<file path="src/ipr_pkg.sv">
// Purpose: constants shared by the priority register block
// Assumes: 32-bit APB data, registers in the low 16 bits
// Notes:   offsets chosen for this block, one aligned word each
package ipr_pkg;

  // ****************************************************************
  // register map
  // ****************************************************************
  localparam int          IPR_NUM_REGS   = 5;
  localparam int          IPR_NUM_SRC    = 19;
  localparam int          IPR_LVL_W      = 3;
  localparam int          IPR_ADDR_W     = 12;
  localparam logic [11:0] IPR_OFS_GRP3   = 12'h000;
  localparam logic [11:0] IPR_OFS_GRP4   = 12'h004;
  localparam logic [11:0] IPR_OFS_GRP5   = 12'h008;
  localparam logic [11:0] IPR_OFS_GRP6   = 12'h00C;
  localparam logic [11:0] IPR_OFS_GRP7   = 12'h010;

  // ****************************************************************
  // field layout and reset
  // ****************************************************************
  localparam int          IPR_FLD_HI     = 12;
  localparam int          IPR_FLD_MH     = 8;
  localparam int          IPR_FLD_ML     = 4;
  localparam int          IPR_FLD_LO     = 0;
  localparam logic [2:0]  IPR_LVL_RST    = 3'h4;
  localparam logic [2:0]  IPR_LVL_OFF    = 3'h0;
  // implemented-bit masks per register
  localparam logic [15:0] IPR_MASK_GRP3  = 16'h0777;
  localparam logic [15:0] IPR_MASK_GRP4  = 16'h7077;
  localparam logic [15:0] IPR_MASK_STD   = 16'h7777;
  localparam logic [15:0] IPR_RST_GRP3   = 16'h0444;
  localparam logic [15:0] IPR_RST_GRP4   = 16'h4044;
  localparam logic [15:0] IPR_RST_STD    = 16'h4444;

endpackage

</file>
<file path="src/ipr_field.sv">
// Purpose: one 3-bit priority level field
// Assumes: single clock, synchronous active-low reset
// Notes:   unimplemented fields tie to zero and ignore writes
`timescale 1ns/10ps
module ipr_field
  import ipr_pkg::*;
#(
  parameter bit IMPL = 1'b1
) (
  // clock and reset
  input  wire logic             core_clk_i,
  input  wire logic             rst_n_i,
  // write port
  input  wire logic             wr_i,
  input  wire logic [2:0]       wdata_i,
  // level out
  output logic      [2:0]       level_o
);

  // ****************************************************************
  // storage
  // ****************************************************************
  if (IMPL) begin : g_impl
    logic [2:0] lvl_q;
    // level held until rewritten or reset
    always_ff @(posedge core_clk_i) begin
      if (!rst_n_i) begin
        lvl_q <= IPR_LVL_RST;
      end else if (wr_i) begin
        lvl_q <= wdata_i;
      end
    end
    assign level_o = lvl_q;
  end else begin : g_none
    assign level_o = IPR_LVL_OFF;
  end

endmodule

</file>
<file path="src/ipr_regs.sv">
// Purpose: APB slave holding interrupt priority groups three to seven
// Assumes: 20 MHz core_clk_i, APB3 master, one word per register
// Notes:   one access cycle; unmapped reads return zero, slverr low
`timescale 1ns/10ps
module ipr_regs
  import ipr_pkg::*;
(
  // clock and reset
  input  wire logic                  core_clk_i,
  input  wire logic                  rst_n_i,
  // apb slave
  input  wire logic                  psel,
  input  wire logic                  penable,
  input  wire logic                  pwrite,
  input  wire logic [IPR_ADDR_W-1:0] paddr,
  input  wire logic [31:0]           pwdata,
  output logic      [31:0]           prdata,
  output logic                       pready,
  output logic                       pslverr,
  // levels to arbitration, 000 means disabled
  output logic      [2:0]            dma_ch1_done_level,
  output logic      [2:0]            adc_one_done_level,
  output logic      [2:0]            uart_one_tx_level,
  output logic      [2:0]            pin_change_level,
  output logic      [2:0]            i2c_one_master_level,
  output logic      [2:0]            i2c_one_slave_level,
  output logic      [2:0]            capture_eight_level,
  output logic      [2:0]            capture_seven_level,
  output logic      [2:0]            adc_two_done_level,
  output logic      [2:0]            ext_irq_one_level,
  output logic      [2:0]            timer_four_level,
  output logic      [2:0]            compare_four_level,
  output logic      [2:0]            compare_three_level,
  output logic      [2:0]            dma_ch2_done_level,
  output logic      [2:0]            uart_two_tx_level,
  output logic      [2:0]            uart_two_rx_level,
  output logic      [2:0]            ext_irq_two_level,
  output logic      [2:0]            timer_five_level
);

  // ****************************************************************
  // bus decode
  // ****************************************************************
  localparam int         NUM_R = IPR_NUM_REGS;
  logic                  setup_phase;
  logic                  wr_acc;
  logic [NUM_R-1:0]      sel;
  logic [15:0]           grp   [NUM_R];
  logic [15:0]           rd_mux;
  logic                  hit;

  // read is fetched in setup; a write lands only at the acked access edge
  assign setup_phase = psel & ~penable;
  assign wr_acc      = psel & penable & pready & pwrite;

  // one-hot register select from the word address
  always_comb begin
    sel = '0;
    hit = 1'b1;
    case (paddr)
      IPR_OFS_GRP3: sel = 5'h01;
      IPR_OFS_GRP4: sel = 5'h02;
      IPR_OFS_GRP5: sel = 5'h04;
      IPR_OFS_GRP6: sel = 5'h08;
      IPR_OFS_GRP7: sel = 5'h10;
      default:      hit = 1'b0;
    endcase
  end

  // ****************************************************************
  // field storage, four slots per register
  // ****************************************************************
  // slot positions; masks decide which slots exist
  localparam int SLOT_LSB [4] = '{IPR_FLD_LO, IPR_FLD_ML,
                                  IPR_FLD_MH, IPR_FLD_HI};
  localparam logic [15:0] MASKS [NUM_R] = '{IPR_MASK_GRP3,
                                          IPR_MASK_GRP4,
                                          IPR_MASK_STD,
                                          IPR_MASK_STD,
                                          IPR_MASK_STD};

  genvar r, s;
  generate
    for (r = 0; r < NUM_R; r++) begin : g_reg
      logic [2:0] lvl [4];
      for (s = 0; s < 4; s++) begin : g_slot
        // absent slots keep reading zero, ..layout
        ipr_field #(
          .IMPL (MASKS[r][SLOT_LSB[s]])
        ) u_fld (
          .core_clk_i (core_clk_i),
          .rst_n_i    (rst_n_i),
          .wr_i       (wr_acc & sel[r]),
          .wdata_i    (pwdata[SLOT_LSB[s] +: 3]),
          .level_o    (lvl[s])
        );
      end
      // separator bits and bit 15 stay zero
      assign grp[r] = {1'b0, lvl[3], 1'b0, lvl[2],
                       1'b0, lvl[1], 1'b0, lvl[0]};
    end
  endgenerate

  // ****************************************************************
  // read path
  // ****************************************************************
  always_comb begin
    rd_mux = '0;
    for (int i = 0; i < NUM_R; i++) begin
      if (sel[i]) begin
        rd_mux = grp[i];
      end
    end
  end

  // read data registered in setup, valid during the access phase
  always_ff @(posedge core_clk_i) begin
    if (!rst_n_i) begin
      prdata <= 32'h0000_0000;
    end else if (setup_phase) begin
      prdata <= (hit && !pwrite) ? {16'h0000, rd_mux} : 32'h0000_0000;
    end
  end

  // single-cycle access phase; pready high only for that cycle
  always_ff @(posedge core_clk_i) begin
    if (!rst_n_i) begin
      pready <= 1'b0;
    end else begin
      pready <= setup_phase;
    end
  end

  // no error answer: unmapped reads are zero, writes dropped
  always_ff @(posedge core_clk_i) begin
    if (!rst_n_i) begin
      pslverr <= 1'b0;
    end else begin
      pslverr <= 1'b0;
    end
  end

  // ****************************************************************
  // level outputs to arbitration
  // ****************************************************************
  // driven straight from field flops; 111 top, 001 low, 000 off
  assign dma_ch1_done_level   = g_reg[0].lvl[2];
  assign adc_one_done_level   = g_reg[0].lvl[1];
  assign uart_one_tx_level    = g_reg[0].lvl[0];
  assign pin_change_level     = g_reg[1].lvl[3];
  assign i2c_one_master_level = g_reg[1].lvl[1];
  assign i2c_one_slave_level  = g_reg[1].lvl[0];
  assign capture_eight_level  = g_reg[2].lvl[3];
  assign capture_seven_level  = g_reg[2].lvl[2];
  assign adc_two_done_level   = g_reg[2].lvl[1];
  assign ext_irq_one_level    = g_reg[2].lvl[0];
  assign timer_four_level     = g_reg[3].lvl[3];
  assign compare_four_level   = g_reg[3].lvl[2];
  assign compare_three_level  = g_reg[3].lvl[1];
  assign dma_ch2_done_level   = g_reg[3].lvl[0];
  assign uart_two_tx_level    = g_reg[4].lvl[3];
  assign uart_two_rx_level    = g_reg[4].lvl[2];
  assign ext_irq_two_level    = g_reg[4].lvl[1];
  assign timer_five_level     = g_reg[4].lvl[0];

endmodule

</file>
<file path="config.mk">
export PLATFORM = sky130hd
export DESIGN_NAME = ipr_regs
export DESIGN_NICKNAME = d
export VERILOG_FILES = /design/src/ipr_pkg.sv /design/src/ipr_field.sv /design/src/ipr_regs.sv
export SDC_FILE = /design/constraint.sdc
export NUM_CORES = 1
export LEC_CHECK = 0
export ABC_CLOCK_PERIOD_IN_PS = 3700
export BUFFER_PORTS_ARGS = -buffer_cell sky130_fd_sc_hd__buf_2
export CAP_MARGIN = 15
export CORE_ASPECT_RATIO = 0.9
export CORE_MARGIN = 3
export CORE_UTILIZATION = 40
export CTS_BUF_LIST = sky130_fd_sc_hd__clkbuf_2 sky130_fd_sc_hd__clkbuf_4 sky130_fd_sc_hd__clkbuf_8
export DETAILED_ROUTE_END_ITERATION = 16
export PLACE_DENSITY = 0.69
export RECOVER_POWER = 25
export SYNTH_ARGS = -nofsm -noshare
export SYNTH_HDL_FRONTEND = slang
export SYNTH_SLANG_ARGS = --single-unit
</file>
<file path="constraint.sdc">
create_clock -name core_clk_i -period 3.7 [get_ports core_clk_i]
set_clock_uncertainty 0.15 [all_clocks]
set_input_delay 0.925 -clock core_clk_i [delete_from_list [all_inputs] [get_ports core_clk_i]]
set_output_delay 0.925 -clock core_clk_i [all_outputs]
set_load 0.02 [all_outputs]
</file>
After elaboration in Yosys (flattened, before gate mapping)
Cells that the tools add are included.
W data, S select, Z words.
{"block": "op_classes", "eq_ne": 4, "mux": 8, "bitwise_logic": 10, "reduce_logical": 4}
{"operator": "$mux W16", "count": 5}
{"operator": "$pmux W5 S5", "count": 1}
{"operator": "$eq A12 B4 Y1 const B", "count": 2}
{"operator": "$eq A12 B3 Y1 const B", "count": 1}
{"operator": "$eq A12 B5 Y1 const B", "count": 1}
{"operator": "$logic_not A12 Y1", "count": 1}
{"operator": "$mux W11", "count": 1}
{"operator": "$and A1 B1 Y1", "count": 9}
{"operator": "$reduce_or A5 Y1", "count": 1}
{"operator": "$logic_and A1 B1 Y1", "count": 1}
{"operator": "$logic_not A1 Y1", "count": 1}
{"operator": "$mux W1", "count": 1}
{"operator": "$not A1 Y1", "count": 1}
{"block": "word_totals", "regBits": 87, "elab_cells": 46}

Depth between registers and ports, before layout
{"block": "logic_depth", "depth_word": 8, "mapped_depth": 6}

Modules after synthesis
Synthesis repeated with hierarchy kept, for this count alone.
{"block": "unflattened", "cells_unflattened": 270, "hier_area_um2": 3078.0}
{"mod": "ipr_field (g_reg[0].g_slot[0].u_fld ...)", "n_inst": 18, "cells_each": 9, "area_per_inst_um2": 106.4}
{"mod": "ipr_regs", "n_inst": 1, "cells_each": 100, "area_per_inst_um2": 1111.1}
{"mod": "ipr_field (g_reg[0].g_slot[3].u_fld ...)", "n_inst": 2, "cells_each": 4, "area_per_inst_um2": 26.3}

Worst setup path before layout
Ideal clock, no wire load.
{"block": "synth_timing", "path_type": "input port to flip-flop", "start": "input paddr[9]", "end": "register g_reg[3].g_slot[1].u_fld.g_impl.lvl_q[1]", "setup_ns": 0.072, "arrival_time_ns": 2.622, "required_ns": 3.478, "setup_slack_ns": 0.856, "stages": 6, "path_buffers": 2, "path_cell_list": "or4_4 buf_6 nor4_4 and3_1 buf_4 mux2i_1"}
{"block": "synth_between", "elab_chain_len": 3, "word_cells_on_any_way": 7, "classes_between": "eq/ne: 4; mux: 1; bitwise: 1; reduce/logical: 1"}
{"item": "start, declared", "line_no": "ipr_regs.sv:15", "source": "input wire logic [IPR_ADDR_W-1:0] paddr,"}
{"item": "$eq A12 B5 Y1, or another cell as far along", "line_no": "ipr_regs.sv:60", "source": "case (paddr)"}
{"item": "$pmux W5 S5 (*)", "line_no": "ipr_regs.sv:60"}
{"item": "$and A1 B1 Y1 (*)", "line_no": "ipr_regs.sv:93", "source": ".wr_i (wr_acc & sel[r]),"}
{"item": "end signal, assigned", "line_no": "ipr_field.sv:30", "source": "lvl_q <= wdata_i;"}
{"item": "end, declared", "line_no": "ipr_field.sv:24", "source": "logic [2:0] lvl_q;"}
Mark *: on every way between the ends. The rest lies on a longest branch, timed or not.
A chain may end at the register's enable or synchronous reset.

==> out/summary.txt <==
total power - 1.66 mW
H-Tree Depth - 3
number of gates resized after cts - 0
# diodes - 0
vias in the first global route - 2507
Yosys warning count - 0
die height - 90.6 microns
Row Count - 30
Syn Area/Cell - 9.47 sq um
crit path capture - g_reg[4].g_slot[0].u_fld.level_o[2]
Synth Register Bits - 67
area delta synth->final - 22.2%
worst vdd ir - 0.273 mV
R2R Path Start - pready
Routed WL per cell - 16.0 microns
worst hold path type - reg2reg
Num CTS Buffers - 9
post-CTS setup buffer count - 0
Worst-path clk slew - 70 ps
share of cells above drive strength 1 - 24.3%
Post-Route WL - 8430 microns
Slew headroom - 39.3%
Seq/Total Area, Yosys - 42.2%
Final Instance Area - 3890 sq um
Levels on crit path - 4
dpl cells - 512
Setup Crit Path Kind - in2reg
clock sink count - 67
hold_sp - prdata[10]
Slew Limit Fails - 0
Finished Layout Cells - 528
number of synthesized flops with an enable pin - 0
CP peak stage delay - 660 ps
Async S/R FF share, synth - 0%
DIE AREA - 9060 sq um
fillers - 742
initial drt markers - 161
TritonCTS clock tree - yes
core area - 7620 sq um
outcome - complete, no violations
worst-case clock buffer depth - 2
R2R setup slack - 1850 ps
GRT Total Usage - 18.4%
crit path from - rst_n_i
Post-DP Area - 3650 sq um
Pre-antenna DRT Iters - 4
clk root buf - clkbuf_8
Die Width - 100 microns
CP delay by family, top - buffers and inverters
commonest cells after routing, fill and taps aside - dfxtp_1 (67), buf_2 (62), nand2_1 (57), mux2i_1 (57), clkbuf_1 (33)
Final setup viols - 0
number of remaining DRC errors - 0
TNS Setup - 0 ps
hpwl dp - 6320 microns
period utilization - 73.0%
Worst Max-Slew Pin Slew - 911 ps
Hold Violations, Final - 0
Synth Flop Type - dfxtp_1
Ports - 137
distinct cell type count after synthesis - 37
largest net degree at the start of global routing - 49
Max Fclk - 370 MHz
Leak - 1.86 nW
CP max-delay cell - clkbuf_1
CP Capture Type - flop
min cycle time layout - 2700 ps
Worst Setup Start Kind - input pin
leading cell type in the layout, fill and taps excluded - dfxtp_1
Port Buffers - 95
Final ANT Viol Nets - 0
first-pass GRT wire length - 13100 microns
latest clock arrival within the worst-skew pair - 340 ps
GP Congestion - 0.860
Power Dens Cells - 426 nW/um^2
initial antenna violation count - 0
RSZ-0062 raised after global routing - no
Vias - 2619
Hold-fix buffers, CTS - 0
CP Max Fanout - 48
crit-path cells - clkbuf_1 -> buf_4 -> nor2b_1 -> mux2i_1
Syn Inst Count - 336
vias per inst - 4.96
Starting Density - 41.8%
r2r endpoint - g_reg[2].g_slot[0].u_fld.level_o[0]
synthesized cell area - 3180 sq um
setup ws final - 998 ps
remaining global-route overflow - 0
CP required - 3750 ps
worst slack, placed - 717 ps
Final #Nets - 476
CP arrival - 2750 ps
Max Cap Viol - 0
worst r2r path cells - 5
CP Buf/Inv Count - 2
## how the worst min path moves through the flow
stage / to / depth (start not counted)
after floorplan: prdata[0] / 2
after global placement: prdata[14] / 2
after detailed placement: prdata[10] / 2
after CTS: prdata[10] / 2
after global routing: prdata[2] / 2
final: prdata[10] / 2
## tightest hold or removal path: stages (launching register included)
cell and delay, ps:
dfxtp_1 330, nand2_1 40, o21ai_0 50
## cell families (layout without fill, tap and decap cells)
kind of cell	Yosys count	count (layout)	share of synthesized area [%]
mux	66	66	21.1
flops	67	67	42.2
simple gates	112	112	18.4
buf+inv	46	122	8.69
other cells	1	21	0.118
compound gates	44	44	9.48
## per-stage QoR
step | utilization [%] | hold slack [ps]
floorplan | - | 383
global placement | 47.9 | 281
detailed placement | 47.9 | 287
CTS | 51.6 | 303
global route | 51.0 | 341
finish | 51.0 | 303
## where the power goes
part	leakage, nW	total (mW)	internal (mW)	switching, mW
sequential	0.540	0.721	0.721	0.000197
combinational	1.18	0.0979	0.0288	0.0691
clock	0.140	0.836	0.561	0.275
## sequential cells by signal, summed over array words and instances (netlist names)
signal                  flops
g.g_slot.u_fld.level_o     54
prdata                     12
pready                      1
## cell usage after synthesis (3+ instances only)
| master | number | share of area (%) |
|---|---|---|
| o31ai_1 | 6 | 1.4 |
| nor2_1 | 11 | 1.3 |
| nor3_1 | 3 | 0.47 |
| mux2i_1 | 57 | 18 |
| nor2b_1 | 23 | 4.5 |
| buf_4 | 23 | 5.4 |
| o22ai_1 | 3 | 0.59 |
| mux2_2 | 9 | 3.2 |
| o21ai_0 | 15 | 2.4 |
| clkbuf_1 | 16 | 1.9 |
| a22o_1 | 3 | 0.83 |
| dfxtp_1 | 67 | 42 |
| o22a_1 | 6 | 1.7 |
| nand2_1 | 57 | 6.7 |
| a22oi_1 | 9 | 2.1 |
## per-layer routing
layer / GRT usage (%) / wire length, microns / up-vias
li1: - / - / 1300
met1: 25.5 / 4020 / 1223
met2: 27.7 / 3670 / 88
met3: 5.17 / 654 / 8
met4: 5.39 / 79 / 0
met5: 0 / 0 / -
## cell type report
type                    count  area (sq um)  share of cell area, %
multi-input cells         243          1640                   42.1
flip-flops and latches     67          1340                   34.5
repair buffers            104           502                   12.9
clock buffers              12           159                   4.09
clock inverters             4           120                   3.09
well taps                  96           120                   3.09
inverters                   2          7.51                  0.193
(Power assumes the default switching activity.)
